## config.mk

```make
export PLATFORM = sky130hd
export DESIGN_NAME = cps_seq
export DESIGN_NICKNAME = d
export VERILOG_FILES = /design/src/inc/cps_pkg.sv /design/src/rtl/cps_seq.sv
export SDC_FILE = /design/constraint.sdc
export NUM_CORES = 1
export LEC_CHECK = 0
export BUFFER_PORTS_ARGS = -buffer_cell sky130_fd_sc_hd__buf_2
export CELL_PAD_IN_SITES_DETAIL_PLACEMENT = 0
export CELL_PAD_IN_SITES_GLOBAL_PLACEMENT = 1
export CORE_MARGIN = 8
export CORE_UTILIZATION = 51
export DETAILED_ROUTE_END_ITERATION = 16
export GPL_TIMING_DRIVEN = 0
export PLACE_DENSITY = 0.89
export SLEW_MARGIN = 20
export SYNTH_ARGS = -nofsm -noshare
export SYNTH_HDL_FRONTEND = slang
export SYNTH_SLANG_ARGS = --single-unit
```

## constraint.sdc

```tcl
create_clock -name hclk -period 2.9 [get_ports hclk]
set_input_delay 0.29 -clock hclk [delete_from_list [all_inputs] [get_ports hclk]]
set_output_delay 0.29 -clock hclk [all_outputs]
set_load 0.01 [all_outputs]
```

## src/inc/cps_pkg.sv

```systemverilog
// Constants shared by the cycling preset sequencer
`default_nettype none
package cps_pkg;
  localparam int NSET = 4;
  localparam int IW = 2;
  localparam int GW = 12;
  localparam int RW = 16;
  localparam int BW = 3;
  // Register byte offsets
  localparam logic [7:0] A_CTRL = 8'h00;
  localparam logic [7:0] A_CFG = 8'h04;
  localparam logic [7:0] A_EDIT = 8'h08;
  localparam logic [7:0] A_PGAIN = 8'h0C;
  localparam logic [7:0] A_PCOL = 8'h10;
  localparam logic [7:0] A_PROI = 8'h14;
  localparam logic [7:0] A_PBIN = 8'h18;
  localparam logic [7:0] A_POUT = 8'h1C;
  localparam logic [7:0] A_PART = 8'h20;
  localparam logic [7:0] A_STAT = 8'h24;
  localparam logic [7:0] A_BGAIN = 8'h28;
  localparam logic [7:0] A_BROI = 8'h2C;
  localparam logic [7:0] A_BBIN = 8'h30;
  localparam logic [7:0] A_BCOL = 8'h34;
  localparam logic [7:0] A_CMD = 8'h38;
  // CTRL fields
  localparam int C_EN = 0;
  localparam int C_COL = 1;
  localparam int C_AWB = 3;
  localparam int C_ABR = 4;
  localparam int C_LATCH = 5;
  localparam int C_ADV = 8;
  localparam int C_REW = 12;
  // CFG fields
  localparam int F_TOT = 0;
  localparam int F_DIV = 8;
  // POUT fields
  localparam int O_SEL = 0;
  localparam int O_SRC = 4;
  localparam int O_LVL = 8;
  // Participation bits
  localparam int P_GAIN = 0;
  localparam int P_WB = 1;
  localparam int P_ROI = 2;
  localparam int P_BIN = 3;
  localparam int P_OUT = 4;
  // CMD bits
  localparam int K_STROBE = 0;
  localparam int K_ADV = 1;
  localparam int K_REW = 2;
  // Advance events
  localparam logic [2:0] ADV_FRAME = 3'h0;
  localparam logic [2:0] ADV_TRIG = 3'h1;
  localparam logic [2:0] ADV_TIMER = 3'h2;
  localparam logic [2:0] ADV_PIN = 3'h3;
  localparam logic [2:0] ADV_SOFT = 3'h4;
  // Rewind events
  localparam logic [1:0] REW_OFF = 2'h0;
  localparam logic [1:0] REW_ACQ = 2'h1;
  localparam logic [1:0] REW_PIN = 2'h2;
  localparam logic [1:0] REW_SOFT = 2'h3;
  // Output sources and pin numbers
  localparam logic [1:0] SRC_OFF = 2'h0;
  localparam logic [1:0] SRC_HOST = 2'h1;
  localparam logic [1:0] SRC_PULSE = 2'h2;
  localparam logic [1:0] SRC_EXPO = 2'h3;
  localparam logic [2:0] PIN_FIRST = 3'h3;
  // Reset values
  localparam logic [GW-1:0] GAIN_RST = 12'h100;
  localparam logic [BW-1:0] BIN_RST = 3'h1;
  localparam logic [3:0] TOT_RST = 4'h1;
  localparam logic [7:0] DIV_RST = 8'h01;
endpackage
`default_nettype wire

```

## src/rtl/cps_seq.sv

```systemverilog
// Cycling preset sequencer with AHB-Lite register slave
//
// Design decisions made here: register access over AHB-Lite and the address map.
`timescale 1ns/10ps
`default_nettype none
module cps_seq import cps_pkg::*; (
  // Clock and reset
  input wire logic hclk,
  input wire logic hresetn,
  // AHB-Lite slave
  input wire logic hsel,
  input wire logic [31:0] haddr,
  input wire logic [1:0] htrans,
  input wire logic hwrite,
  input wire logic [2:0] hsize,
  input wire logic [31:0] hwdata,
  input wire logic hready,
  output logic [31:0] hrdata,
  output logic hreadyout,
  output logic hresp,
  // Pipeline events, on hclk
  input wire logic frame_begin_event,
  input wire logic accepted_frame_trigger,
  input wire logic timer_expiry_event,
  input wire logic acquisition_finish_event,
  input wire logic exposure_begin,
  input wire logic exposure_on,
  // Asynchronous input pin
  input wire logic input_pin_event,
  // Applied settings
  output logic [GW-1:0] applied_amplification,
  output logic [GW-1:0] applied_gain_red,
  output logic [GW-1:0] applied_gain_green,
  output logic [GW-1:0] applied_gain_blue,
  output logic [RW-1:0] applied_roi_x,
  output logic [RW-1:0] applied_roi_y,
  output logic [BW-1:0] applied_bin_x,
  output logic [BW-1:0] applied_bin_y,
  // Output pins, high closes the circuit
  output logic output_pin_a,
  output logic output_pin_b,
  output logic output_pin_c,
  output logic [IW-1:0] active_set_index
);
  logic [31:0] ctrl_q, cfg_q, part_q;
  logic [IW-1:0] edit_q, idx_q;
  logic [7:0] rep_q, addr_q;
  logic wr_q, rd_q, rdw_q, pend_q;
  logic [31:0] rdata_q;
  logic [NSET-1:0][GW-1:0] pgain_q;
  logic [NSET-1:0][2:0][GW-1:0] pcol_q;
  logic [NSET-1:0][2*RW-1:0] proi_q;
  logic [NSET-1:0][2*BW-1:0] pbin_q;
  logic [NSET-1:0][8:0] pout_q;
  logic [NSET-1:0] drv_q;
  logic [GW-1:0] bgain_q;
  logic [2:0][GW-1:0] bcol_q;
  logic [2*RW-1:0] broi_q;
  logic [2*BW-1:0] bbin_q;
  logic pin_s1_q, pin_s2_q, pin_s3_q;
  logic [2:0] pin_q;
  logic [GW-1:0] amp_q;
  logic [2:0][GW-1:0] col_q;
  logic [2*RW-1:0] roi_q;
  logic [2*BW-1:0] bin_q;

  // Bus decode
  wire addr_ph = hsel & hready & htrans[1];
  wire wr_en = wr_q;
  wire sel_ctrl = wr_en & (addr_q == A_CTRL);
  wire sel_cfg = wr_en & (addr_q == A_CFG);
  wire sel_edit = wr_en & (addr_q == A_EDIT);
  wire sel_pgain = wr_en & (addr_q == A_PGAIN);
  wire sel_pcol = wr_en & (addr_q == A_PCOL);
  wire sel_proi = wr_en & (addr_q == A_PROI);
  wire sel_pbin = wr_en & (addr_q == A_PBIN);
  wire sel_pout = wr_en & (addr_q == A_POUT);
  wire sel_part = wr_en & (addr_q == A_PART);
  wire sel_bgain = wr_en & (addr_q == A_BGAIN);
  wire sel_broi = wr_en & (addr_q == A_BROI);
  wire sel_bbin = wr_en & (addr_q == A_BBIN);
  wire sel_bcol = wr_en & (addr_q == A_BCOL);
  wire sel_cmd = wr_en & (addr_q == A_CMD);

  // Control fields
  wire seq_on = ctrl_q[C_EN];
  wire [1:0] col_sel = ctrl_q[C_COL+:2];
  wire latch_on = ctrl_q[C_LATCH];
  wire [2:0] adv_src = ctrl_q[C_ADV+:3];
  wire [1:0] rew_src = ctrl_q[C_REW+:2];
  wire [3:0] set_total = cfg_q[F_TOT+:4];
  wire [7:0] adv_div = cfg_q[F_DIV+:8];
  wire [3:0] last_idx = (set_total == 4'h0) ? 4'h0 : set_total - 4'h1;
  wire use_gain = seq_on & part_q[P_GAIN];
  wire use_wb = seq_on & part_q[P_WB] & ~ctrl_q[C_AWB] & ~ctrl_q[C_ABR];
  wire use_roi = seq_on & part_q[P_ROI];
  wire use_bin = seq_on & part_q[P_BIN];
  wire use_out = seq_on & part_q[P_OUT];
  wire col_ok = col_sel != 2'h3;

  // Software commands, one-cycle pulses
  wire sw_strobe = sel_cmd & hwdata[K_STROBE];
  wire sw_adv = sel_cmd & hwdata[K_ADV];
  wire sw_rew = sel_cmd & hwdata[K_REW];

  // Input pin edge after the two-stage synchroniser
  wire pin_rise = pin_s2_q & ~pin_s3_q;

  wire adv_sync = (adv_src == ADV_FRAME) | (adv_src == ADV_TRIG);
  wire adv_raw = (adv_src == ADV_FRAME) ? frame_begin_event :
                 (adv_src == ADV_TRIG) ? accepted_frame_trigger :
                 (adv_src == ADV_TIMER) ? timer_expiry_event :
                 (adv_src == ADV_PIN) ? pin_rise :
                 (adv_src == ADV_SOFT) ? sw_adv : 1'b0;
  wire rew_raw = (rew_src == REW_ACQ) ? acquisition_finish_event :
                 (rew_src == REW_PIN) ? pin_rise :
                 (rew_src == REW_SOFT) ? sw_rew : 1'b0;
  wire adv_ev = seq_on & adv_raw;
  wire rew_ev = seq_on & rew_raw;
  wire rew_now = rew_ev & ~adv_sync;
  wire rew_due = adv_sync & adv_ev & (pend_q | rew_ev);
  wire [7:0] rep_inc = rep_q + 8'h01;
  wire step = adv_ev & ~rew_due & (rep_inc >= adv_div);
  wire wrap = {2'b00, idx_q} >= last_idx;

  // Bus phase tracking; reads take one wait state so data comes from a flop
  always_ff @(posedge hclk or negedge hresetn) begin
    if (!hresetn) begin
      addr_q <= 8'h00;
      wr_q <= 1'b0;
      rd_q <= 1'b0;
      rdw_q <= 1'b0;
    end else begin
      if (hreadyout) begin
        addr_q <= haddr[7:0];
        wr_q <= addr_ph & hwrite & (haddr[31:8] == 24'h000000);
        rd_q <= addr_ph & ~hwrite;
      end
      rdw_q <= rd_q & ~rdw_q;
    end
  end

  assign hreadyout = ~(rd_q & ~rdw_q);
  assign hresp = 1'b0;
  assign hrdata = rdata_q;

  wire [31:0] rd_mux =
    (addr_q == A_CTRL) ? ctrl_q :
    (addr_q == A_CFG) ? cfg_q :
    (addr_q == A_EDIT) ? {30'h0, edit_q} :
    (addr_q == A_PGAIN) ? {20'h0, pgain_q[edit_q]} :
    (addr_q == A_PCOL && col_ok) ? {20'h0, pcol_q[edit_q][col_sel]} :
    (addr_q == A_PROI) ? proi_q[edit_q] :
    (addr_q == A_PBIN) ? {16'h0, 5'h0, pbin_q[edit_q][BW+:BW], 5'h0, pbin_q[edit_q][0+:BW]} :
    (addr_q == A_POUT) ? {23'h0, pout_q[edit_q]} :
    (addr_q == A_PART) ? part_q :
    (addr_q == A_STAT) ? {13'h0, pin_q, rep_q, 5'h0, pend_q, idx_q} :
    (addr_q == A_BGAIN) ? {20'h0, bgain_q} :
    (addr_q == A_BROI) ? broi_q :
    (addr_q == A_BBIN) ? {16'h0, 5'h0, bbin_q[BW+:BW], 5'h0, bbin_q[0+:BW]} :
    (addr_q == A_BCOL && col_ok) ? {20'h0, bcol_q[col_sel]} : 32'h0;

  always_ff @(posedge hclk or negedge hresetn) begin
    if (!hresetn) rdata_q <= 32'h0;
    else if (rd_q & ~rdw_q) rdata_q <= rd_mux;
  end

  // Global control registers
  always_ff @(posedge hclk or negedge hresetn) begin
    if (!hresetn) begin
      ctrl_q <= 32'h0;
      cfg_q <= {16'h0, DIV_RST, 4'h0, TOT_RST};
      part_q <= 32'h0;
      edit_q <= '0;
    end else begin
      if (sel_ctrl) ctrl_q <= hwdata & 32'h0000_373F;
      if (sel_cfg) cfg_q <= hwdata & 32'h0000_FF0F;
      if (sel_part) part_q <= hwdata & 32'h0000_001F;
      if (sel_edit) edit_q <= hwdata[IW-1:0];
    end
  end

  // Standard controls turn read only while their parameter cycles; colour gains also under auto mode while P_WB participates
  always_ff @(posedge hclk or negedge hresetn) begin
    if (!hresetn) begin
      bgain_q <= GAIN_RST;
      bcol_q <= {3{GAIN_RST}};
      broi_q <= 32'h0;
      bbin_q <= {BIN_RST, BIN_RST};
    end else begin
      if (sel_bgain & ~use_gain) bgain_q <= hwdata[GW-1:0];
      if (sel_bcol & ~(seq_on & part_q[P_WB]) & col_ok) begin
        bcol_q[col_sel] <= hwdata[GW-1:0];
      end
      if (sel_broi & ~use_roi) broi_q <= hwdata;
      if (sel_bbin & ~use_bin) bbin_q <= {hwdata[8+:BW], hwdata[0+:BW]};
    end
  end

  // Preset storage: writes only touch the edited preset
  always_ff @(posedge hclk or negedge hresetn) begin
    if (!hresetn) begin
      pgain_q <= {NSET{GAIN_RST}};
      pcol_q <= {(3*NSET){GAIN_RST}};
      proi_q <= '0;
      pbin_q <= {(2*NSET){BIN_RST}};
      pout_q <= '0;
    end else begin
      if (sel_pgain) pgain_q[edit_q] <= hwdata[GW-1:0];
      if (sel_pcol & col_ok) pcol_q[edit_q][col_sel] <= hwdata[GW-1:0];
      if (sel_proi) proi_q[edit_q] <= hwdata;
      if (sel_pbin) pbin_q[edit_q] <= {hwdata[8+:BW], hwdata[0+:BW]};
      if (sel_pout) pout_q[edit_q] <= hwdata[8:0];
    end
  end

  // Host-driven levels: direct, or held until the strobe when latched
  always_ff @(posedge hclk or negedge hresetn) begin
    if (!hresetn) drv_q <= '0;
    else begin
      if (sel_pout & ~latch_on) drv_q[edit_q] <= hwdata[O_LVL];
      if (sw_strobe & latch_on) begin
        for (int i = 0; i < NSET; i++) drv_q[i] <= pout_q[i][O_LVL];
      end
    end
  end

  // Input pin synchroniser
  always_ff @(posedge hclk or negedge hresetn) begin
    if (!hresetn) begin
      pin_s1_q <= 1'b0;
      pin_s2_q <= 1'b0;
      pin_s3_q <= 1'b0;
    end else begin
      pin_s1_q <= input_pin_event;
      pin_s2_q <= pin_s1_q;
      pin_s3_q <= pin_s2_q;
    end
  end

  // Sequencer core
  always_ff @(posedge hclk or negedge hresetn) begin
    if (!hresetn) begin
      idx_q <= '0;
      rep_q <= 8'h00;
      pend_q <= 1'b0;
    end else if (!seq_on || rew_now || rew_due) begin
      idx_q <= '0;
      rep_q <= 8'h00;
      pend_q <= 1'b0;
    end else begin
      if (rew_ev) pend_q <= 1'b1;
      if (step) begin
        idx_q <= wrap ? '0 : idx_q + 1'b1;
        rep_q <= 8'h00;
      end else if (adv_ev) begin
        rep_q <= rep_inc;
      end
    end
  end

  // Applied settings, preset copy while cycling, standard otherwise
  always_ff @(posedge hclk or negedge hresetn) begin
    if (!hresetn) begin
      amp_q <= GAIN_RST;
      col_q <= {3{GAIN_RST}};
      roi_q <= 32'h0;
      bin_q <= {BIN_RST, BIN_RST};
    end else begin
      amp_q <= use_gain ? pgain_q[idx_q] : bgain_q;
      col_q <= use_wb ? pcol_q[idx_q] : bcol_q;
      roi_q <= use_roi ? proi_q[idx_q] : broi_q;
      bin_q <= use_bin ? pbin_q[idx_q] : bbin_q;
    end
  end

  // Output pins; only the active preset's selected pin is driven
  wire [2:0] act_sel = pout_q[idx_q][O_SEL+:3];
  wire [1:0] act_src = pout_q[idx_q][O_SRC+:2];
  wire act_lvl = (act_src == SRC_HOST) ? drv_q[idx_q] :
                 (act_src == SRC_PULSE) ? exposure_begin :
                 (act_src == SRC_EXPO) ? exposure_on : 1'b0;
  genvar k;
  generate
    for (k = 0; k < 3; k++) begin : g_pin
      wire hit = use_out & (act_sel == PIN_FIRST + 3'(k));
      always_ff @(posedge hclk or negedge hresetn) begin
        if (!hresetn) pin_q[k] <= 1'b0;
        else pin_q[k] <= hit & act_lvl;
      end
    end
  endgenerate

  assign output_pin_a = pin_q[0];
  assign output_pin_b = pin_q[1];
  assign output_pin_c = pin_q[2];
  assign active_set_index = idx_q;
  assign applied_amplification = amp_q;
  assign applied_gain_red = col_q[0];
  assign applied_gain_green = col_q[1];
  assign applied_gain_blue = col_q[2];
  assign applied_roi_x = roi_q[0+:RW];
  assign applied_roi_y = roi_q[RW+:RW];
  assign applied_bin_x = bin_q[0+:BW];
  assign applied_bin_y = bin_q[BW+:BW];
endmodule // cps_seq
`default_nettype wire

```

==> impl_metrics.ini, run 1 <==
[status]
status = complete, but fails checks
violations = setup timing

[timing]
clock.fmax_mhz = 339.6
fin_crit_sh = 1.015
finalSetupViolations = 12
worst_slew_pin_slew_ns = 1.098
period_minus_slack_ns = 2.944
fin_skew_ns = 0.02253
hold_violations = 0
relSlewSlack = 0.2678
maxSlewViolCount = 0
setup_ws_ns = -0.04442

[critical_path]
worstSetupStartpointType = register
slowest_delay_ns = 0.88
path_class = reg2reg
cp_max_fo = 10
path_delay_family = simple AND/OR/NAND/NOR gates
path_buf_inv = 1
arrival_ns = 3.44
endpoint_kind = register
required_ns = 3.39
cpMaxStageDelayCell = dfrtp_1
path_cells = nand3_2 > nor2_1 > buf_2 > mux2_2

[global_routing]
grt-busiest-layer = met2
met2_usage = 0.4668
overflow = 0
grtUsageTotal = 0.3067
grt_pass1_wl_mm = 159.5
antenna_found_initial = 2
grt_use_met3 = 0.08052
grt_util_met1 = 0.4117
grt_pass1_vias = 23440
grt_start_max_net_pins = 104

[power]
vdd_drop_max_mv = 0.4646
switchingPower_mw = 6.991
internal_power_mw = 16.36
swShare = 0.2994
seqPwrFrac = 0.419
finalPower_mw = 23.35
clkPwrFrac = 0.408
leakage_nw = 16.19
p_comb_frac = 0.173
power_density_nw_per_um2 = 628.0

[synthesis]
ys_seq_elements = 646
ys_seq_area_frac = 0.5104
ys_types = 81
synth_nets = 2310
synth-main-ff-cell = dfrtp_1
synth_enable_flop_cells = 0
yosys_warnings = 0
postSynthAreaPerCell_sq_um = 14.32
async_reset_ff_frac = 1.000
netlist_instances = 2218
syn_area_sq_um = 31770

[die]
die_area_sq_um = 70530
rows = 91
die_x_um = 265.6
core-area_sq_um = 61600
io_pins = 206
die_h_um = 265.6
start_util = 0.5157

[layout]
final_common_cell = dfrtp_1
nets = 2638
fillers = 4705
mostFrequentLayoutCells = 604 x dfrtp_1, 563 x mux2_2, 243 x buf_2, 190 x mux4_2, 109 x nand2_1
area_growth_syn_to_layout_pct = 17.07
diodes = 0
fin_area_sq_um = 37190
layout-drive-gt1-share = 0.5000
finalNonFillerCells = 3443

[cts]
htreeDepth = 3
cts_tree = done
clk_pin_slew_ns = 0.06
cts_buffer_depth = 3
cts-root-buf = clkbuf_16
numCtsBuffers = 72
clk_latency_ns = 0.63
cts.sinks = 646

[detailed_routing]
drtPass1Iterations = 5
wl_mm = 108.6
detail-route-antenna-nets = 0
drt-initial-drc-count = 2665
wl_per_cell_um = 31.53
drc = 0
drt-vias-per-instance = 6.551
vias = 22550

[place]
numPlacedInstances = 3259
hpwl_mm = 77.91
place_congestion = 0.9923
portBuffers = 195
placed_area_sq_um = 34000

[hold_path]
min_path_type = in2reg

[run]
drv_cap = 0
## power by group through the flow
stage                     Clock [mW]  Combinational, mW  Sequential (mW)
after floorplan                    0               1.98             9.87
after detailed placement           0               3.76             9.92
after global placement             0               3.68             9.90
after global routing            9.94               4.19             9.81
after CTS                       9.59               3.89             9.76
final                           9.52               4.05             9.78
## sequential cells by signal, summed over array words and instances, names as in the netlist, 11 cells and up
name	cells
applied_gain_blue	12
broi_q	32
pcol_q	144
ctrl_q	11
hrdata	32
applied_gain_red	12
proi_q	128
roi_q	32
applied_amplification	12
bcol_q	36
cfg_q	12
pbin_q	24
pout_q	36
applied_gain_green	12
pgain_q	48
bgain_q	12
## final timing paths
kind	startpoint	endpoint	slack (ns)	cells past startpoint
max	wr_en	proi_q[67]	-0.04	4
max in group asynchronous	hresetn	roi_q[22]	1.15	4
min	hwdata[14]	proi_q[46]	0.04	2
max reg2reg	wr_en	proi_q[67]	-0.04	4
min in group asynchronous	hresetn	pcol_q[17]	0.25	2
min reg2reg	pin_s1_q	pin_s2_q	0.36	0
## cell usage after synthesis (4+ instances only)
library cell / n / area share
dfrtp_1: 608 / 0.48
mux2_2: 563 / 0.20
mux4_2: 190 / 0.13
nand2_1: 109 / 0.013
clkbuf_1: 91 / 0.011
nor2_1: 67 / 0.0079
o21ai_0: 59 / 0.0093
a21oi_1: 55 / 0.0087
buf_2: 55 / 0.0087
dfstp_2: 38 / 0.031
mux2i_1: 33 / 0.010
a22oi_1: 32 / 0.0076
nand3_1: 20 / 0.0032
mux2_1: 19 / 0.0067
buf_1: 18 / 0.0021
buf_4: 18 / 0.0043
inv_1: 14 / 0.0017
a211oi_1: 13 / 0.0031
o22ai_1: 13 / 0.0026
ha_1: 11 / 0.0043
nor2b_1: 11 / 0.0022
nor3_1: 11 / 0.0017
a221oi_1: 9 / 0.0025
nand2b_1: 9 / 0.0018
nor4_1: 9 / 0.0018
a31oi_1: 8 / 0.0016
buf_6: 8 / 0.0028
o211ai_1: 8 / 0.0019
nand3b_1: 6 / 0.0014
a2111oi_0: 5 / 0.0014
a32oi_1: 5 / 0.0014
o2bb2ai_1: 5 / 0.0014
a21o_1: 4 / 0.00095
nand2_2: 4 / 0.00079
nand4_1: 4 / 0.00079
xor2_1: 4 / 0.0011
## logic make-up after synthesis
group / Yosys count / share of synthesized area
multiplexers: 805 / 0.3514
XOR/XNOR: 7 / 0.001930
AND/OR/NAND/NOR: 301 / 0.05203
flip-flops: 646 / 0.5104
adder cells (fa/ha/maj): 11 / 0.004333
AO/OA/AOI/OAI: 243 / 0.04947
other: 1 / 0.0001181
buffers and inverters: 204 / 0.03029
## layout make-up
| cell class | instances | area [sq um] | share of cell area |
|---|---|---|---|
| flip-flops and latches | 646 | 16220 | 0.4361 |
| clock buffers | 102 | 2086 | 0.05609 |
| clock inverters | 32 | 369.1 | 0.009926 |
| plain buffers | 186 | 992.2 | 0.02668 |
| repair buffers | 258 | 1699 | 0.04569 |
| inverters | 14 | 52.55 | 0.001413 |
| multi-input cells | 1368 | 14720 | 0.3959 |
| well taps | 837 | 1047 | 0.02816 |
## metal layers
layer | up-vias | wire (um)
met4 | 2 | 5200
li1 | 9037 | -
met1 | 11960 | 42740
met2 | 1273 | 49910
met5 | - | 7
met3 | 280 | 10710
## timing repair
item                                   in CTS  in global routing
buffers inserted                           11                  7
endpoints found under the hold margin     186                  0
resized for setup                          50                 47
setup endpoints to repair                 423                189
pin swaps                                   4                  1
hold buffers                               36                  0
## through the flow
| step | utilization | hold WS (ns) | worst slack, ns | TNS, ns |
|---|---|---|---|---|
| floorplan | - | -0.005591 | 0.2628 | 0 |
| global placement | 0.5485 | 0.3421 | -11.33 | -7279.70 |
| detailed placement | 0.5520 | 0.3403 | -0.9651 | -108.50 |
| CTS | 0.6017 | 0.001957 | 0.01164 | 0 |
| global route | 0.6037 | 0.02706 | -0.007702 | -0.007702 |
| finish | 0.6037 | 0.03996 | -0.04442 | -0.2114 |
No activity file was read; power rests on OpenSTA's default activity.
==> run 2, diff against run 1 <==
- CORE_UTILIZATION: 51 -> 32
- PLACE_DENSITY: 0.89 -> 0.63
==> impl_metrics.ini, run 2 (synthesis gave the netlist of run 1 again) <==
[detailed_routing]
drtPass1Iterations = 5
drt-initial-drc-count = 2099
wl_mm = 120.6
drc = 0
vias = 22010
drt-vias-per-instance = 5.654
detail-route-antenna-nets = 0
wl_per_cell_um = 30.99

[die]
die_h_um = 331.1
core-area_sq_um = 98420
io_pins = 206
die_area_sq_um = 109600
die_x_um = 331.1
start_util = 0.3228
rows = 115

[timing]
period_minus_slack_ns = 2.824
setup_tns_ns = 0
finalSetupViolations = 0
hold_violations = 0
clock.fmax_mhz = 354.1
maxSlewViolCount = 0
fin_crit_sh = 0.9739
worst_slew_pin_slew_ns = 1.191
fin_skew_ns = 0.05925
relSlewSlack = 0.2062

[place]
placed_area_sq_um = 34610
place_congestion = 0.9406
numPlacedInstances = 3709
portBuffers = 195
hpwl_mm = 87.41

[critical_path]
arrival_ns = 3.37
worstSetupStartpointType = register
cpMaxStageDelayCell = clkdlybuf4s15_1
path_class = reg2reg
path_cells = clkdlybuf4s15_2 > nand4_1 > clkdlybuf4s15_1 > mux2_2
cp_max_fo = 10
slowest_delay_ns = 0.70
ff2ff_setup_slack_ns = 0.08
required_ns = 3.44
endpoint_kind = register

[layout]
nets = 2635
final_common_cell = dfrtp_1
fillers = 9399
regMostFlops = pcol_q
finalNonFillerCells = 3892
layout-drive-gt1-share = 0.5012
fin_area_sq_um = 37980
largest_reg_flops = 144
utilization = 0.3859
mostFrequentLayoutCells = 602 x dfrtp_1, 563 x mux2_2, 241 x buf_2, 190 x mux4_2, 108 x nand2_1
reg_top3 = pcol_q x144, proi_q x128, pgain_q x48
area_growth_syn_to_layout_pct = 19.57

[power]
swShare = 0.2992
seqPwrFrac = 0.407
vdd_drop_max_mv = 0.3731
leakage_nw = 16.25
power_density_nw_per_um2 = 633.2
switchingPower_mw = 7.194
p_comb_frac = 0.171
finalPower_mw = 24.05
internal_power_mw = 16.85
clkPwrFrac = 0.422

[hold_path]
min_path_type = in2reg

[cts]
clk_latency_ns = 0.66
cts_buffer_depth = 3
cts.sinks = 646
cts-root-buf = clkbuf_16
htreeDepth = 3
cts_tree = done
clk_pin_slew_ns = 0.06
numCtsBuffers = 76

[global_routing]
grt_start_max_net_pins = 92
grt_pass1_wl_mm = 172.5
grtUsageTotal = 0.2188
antenna_found_initial = 7
grt_pass1_vias = 23160
overflow = 0

[run]
drv_cap = 0

[status]
status = complete, no violations
==> run 2: changes by cell type in the layout (fill, tap and decap cells not counted), sizes merged <==
| cell | delta |
|---|---|
| clkbuf | +7 |
| clkinv | -8 |
| buf | -5 |
| clkinvlp | +3 |
| bufinv | +1 |
| dlygate4sd3 | +1 |
| diode | +1 |
| inv | -3 |
| clkdlybuf4s15 | +2 |
==> run 2: timing repair <==
action,CTS,global route
setup endpoints to repair,505,80
gates resized for setup,63,38
buffers inserted,11,2
hold buffers,37,0
endpoints found under the hold margin,180,0
cloned,0,0
pin swaps,4,1
==> run 2: worst paths after layout <==
path	startpoint	to	cells after the start
worst max-delay path	wr_en	bgain_q[7]	4
worst min-delay path	hwdata[11]	pcol_q[59]	2
worst max register to register	wr_en	bgain_q[7]	4
worst min register to register	pin_s1_q	pin_s2_q	0
max in group asynchronous	hresetn	pbin_q[0]	7
min in group asynchronous	hresetn	applied_gain_blue[6]	2
==> run 2: layout make-up <==
class / instances / area, sq um / area share
multi-input cells: 1368 / 14730 / 0.3878
clock inverters: 25 / 385.4 / 0.01015
flip-flops and latches: 646 / 16220 / 0.4271
diodes: 1 / 2.502 / 0.00006588
inverters: 14 / 52.55 / 0.001384
repair buffers: 254 / 1704 / 0.04487
well taps: 1287 / 1610 / 0.04240
plain buffers: 183 / 999.7 / 0.02632
clock buffers: 114 / 2277 / 0.05995
==> run 2: through the flow <==
| stage | setup WS [ns] | hold WS [ns] |
|---|---|---|
| after detailed placement | -1.019 | 0.2550 |
| after CTS | 0.001202 | 0.01406 |
| after floorplan | 0.2628 | -0.005591 |
| final | 0.07557 | 0.04923 |
| after global routing | -0.02488 | 0.03836 |
| after global placement | -11.94 | 0.3474 |
==> run 2: power groups by stage <==
| stage | Clock (mW) | Combinational, mW | Sequential, mW |
|---|---|---|---|
| after floorplan | 0 | 1.98 | 9.87 |
| after global placement | 0 | 3.81 | 9.94 |
| after detailed placement | 0 | 3.90 | 9.95 |
| after CTS | 10.4 | 4.02 | 9.79 |
| after global routing | 10.7 | 4.30 | 9.84 |
| final | 10.1 | 4.10 | 9.80 |
==> run 2: critical path, delay by kind of cell (launching register included) <==
family / cells / cell delay [ns]
AND/OR/NAND/NOR: 1 / 0.28
multiplexers: 1 / 0.50
flip-flops: 1 / 0.64
buffers and inverters: 2 / 1.27
==> run 2: routing by layer <==
metal  GRT usage  vias to the layer above  routed length [um]
met5           0                        -                   0
met4     0.07351                        0                3981
met3     0.04623                      197                8521
met2      0.3500                      895               56710
met1      0.2954                    11890               51420
li1            -                     9023                   -
==> run 3, diff against run 2 <==
- CTS_CLUSTER_DIAMETER: default -> 60
- RECOVER_POWER: default -> 100
==> impl_metrics.ini, run 3 (synthesis gave the netlist of run 1 again) <==
[power]
p_comb_frac = 0.169
leakage_nw = 15.89
seqPwrFrac = 0.410
clkPwrFrac = 0.422
switchingPower_mw = 7.322
vdd_drop_max_mv = 0.3810
internal_power_mw = 16.63
swShare = 0.3057
power_density_nw_per_um2 = 633.4

[detailed_routing]
detail-route-antenna-nets = 0
drt-initial-drc-count = 1940
drtPass1Iterations = 5
wl_mm = 120.8
drt-vias-per-instance = 5.631
vias = 22010
wl_per_cell_um = 30.92
drc = 0

[critical_path]
arrival_ns = 3.50
required_ns = 3.49
cp_max_fo = 10
endpoint_kind = register
path_class = reg2reg
path_buf_inv = 2
worstSetupStartpointType = register
slowest_delay_ns = 0.69
path_cells = buf_2 > or2_2 > clkbuf_1 > nor2_1 > a21oi_1 > o211ai_1 > o22ai_1
cpMaxStageDelayCell = a21oi_1
path_delay_family = compound AO/OA/AOI/OAI gates

[cts]
cts_tree = done
numCtsBuffers = 79
clk_pin_slew_ns = 0.06
htreeDepth = 3
clk_latency_ns = 0.67
cts_buffer_depth = 3
cts-root-buf = clkbuf_16
cts.sinks = 646

[timing]
maxSlewViolCount = 0
period_minus_slack_ns = 2.913
hold_violations = 0
rsz0062_at_grt = yes
fin_skew_ns = 0.06949
relSlewSlack = 0.04312
clock.fmax_mhz = 343.3
worst_slew_pin_slew_ns = 1.435
setup_ws_ns = -0.01258
setup_tns_ns = -0.01578
finalSetupViolations = 2
fin_crit_sh = 1.004

[layout]
layout-drive-gt1-share = 0.4500
final_common_cell = dfrtp_1
regMostFlops = pcol_q
mostFrequentLayoutCells = 603 x dfrtp_1, 563 x mux2_2, 207 x clkbuf_1, 190 x mux4_2, 118 x buf_2
area_growth_syn_to_layout_pct = 19.03
reg_top3 = pcol_q x144, proi_q x128, pgain_q x48
fillers = 9453
nets = 2645
largest_reg_flops = 144

[place]
place_congestion = 0.9406
hpwl_mm = 87.41
portBuffers = 195
dp_slack_ns = -1.019

[die]
die_x_um = 331.1
die_h_um = 331.1
rows = 115
core-area_sq_um = 98420
start_util = 0.3228
io_pins = 206
die_area_sq_um = 109600

[run]
drv_cap = 0

[global_routing]
overflow = 0
grt_start_max_net_pins = 92
grt_pass1_vias = 23160
grt_pass1_wl_mm = 172.6
grtUsageTotal = 0.2188
antenna_found_initial = 8

[status]
violations = setup timing
status = complete, but fails checks

[hold_path]
min_path_type = in2reg
-- run 3: path summary, 6_finish.rpt --
path,from,end,slack (ns),cells past startpoint
worst min-delay path,hwdata[12],ctrl_q[12],0.08,2
min in group asynchronous,hresetn,applied_gain_blue[6],0.16,2
worst max register to register,addr_q[0],hrdata[11],-0.01,7
worst min register to register,pin_s1_q,pin_s2_q,0.36,0
max in group asynchronous,hresetn,pbin_q[0],0.39,7
worst max-delay path,addr_q[0],hrdata[11],-0.01,7
-- run 3: final cells by class --
| cell class | instances | area (sq um) | area share |
|---|---|---|---|
| clock inverter | 24 | 317.8 | 0.008405 |
| sequential | 646 | 16220 | 0.4290 |
| clock buffer | 122 | 2340 | 0.06188 |
| buffer | 183 | 997.2 | 0.02637 |
| multi-input combinational | 1368 | 14680 | 0.3882 |
| timing repair buffer | 261 | 1589 | 0.04203 |
| inverter | 14 | 52.55 | 0.001390 |
| tap | 1287 | 1610 | 0.04259 |
| antenna | 3 | 7.507 | 0.0001985 |
-- run 3: repair_timing --
action	in CTS	in global routing
endpoints found under the setup margin	505	52
hold endpoints to repair	236	0
hold buffers	39	0
gates resized for setup	62	27
pin swaps	4	2
buffers inserted	10	8
-- run 3: metrics by stage --
stage | total power, mW | cell area [sq um] | std cells | util | hold WS, ns
5_1_grt | 24.74 | 37810 | 3906 | 0.3841 | 0.05941
3_5_place_dp | 13.84 | 34610 | 3709 | 0.3517 | 0.2550
4_1_cts | 24.15 | 37900 | 3900 | 0.3851 | 0.02406
6_report | 23.95 | 37810 | 3908 | 0.3842 | 0.07662
3_3_place_gp | 13.75 | 34350 | 3700 | 0.3490 | 0.3474
2_1_floorplan | 11.85 | 31770 | 2218 | - | -0.005591
-- run 3: worst reg2reg max path, delay by kind of cell (launching register included) --
family | cells | cell delay [ns]
DFF | 1 | 0.32
buffers and inverters | 2 | 0.77
AOI/OAI and AO/OA | 3 | 1.24
and+or+nand+nor | 2 | 0.50
-- run 3: power groups by stage --
stage                     Sequential, mW  Combinational, mW  Clock, mW
final                               9.81               4.05       10.1
after global routing                9.84               4.25       10.6
after CTS                           9.79               4.03       10.3
after detailed placement            9.95               3.90          0
after global placement              9.94               3.81          0
after floorplan                     9.87               1.98          0
-- run 3: metal layers --
metal	global-route usage	vias to the layer above	wire [um]
li1	-	9044	-
met1	0.2960	11850	50870
met2	0.3508	897	56800
met3	0.04433	214	9083
met4	0.07332	0	4081
met5	0	-	0
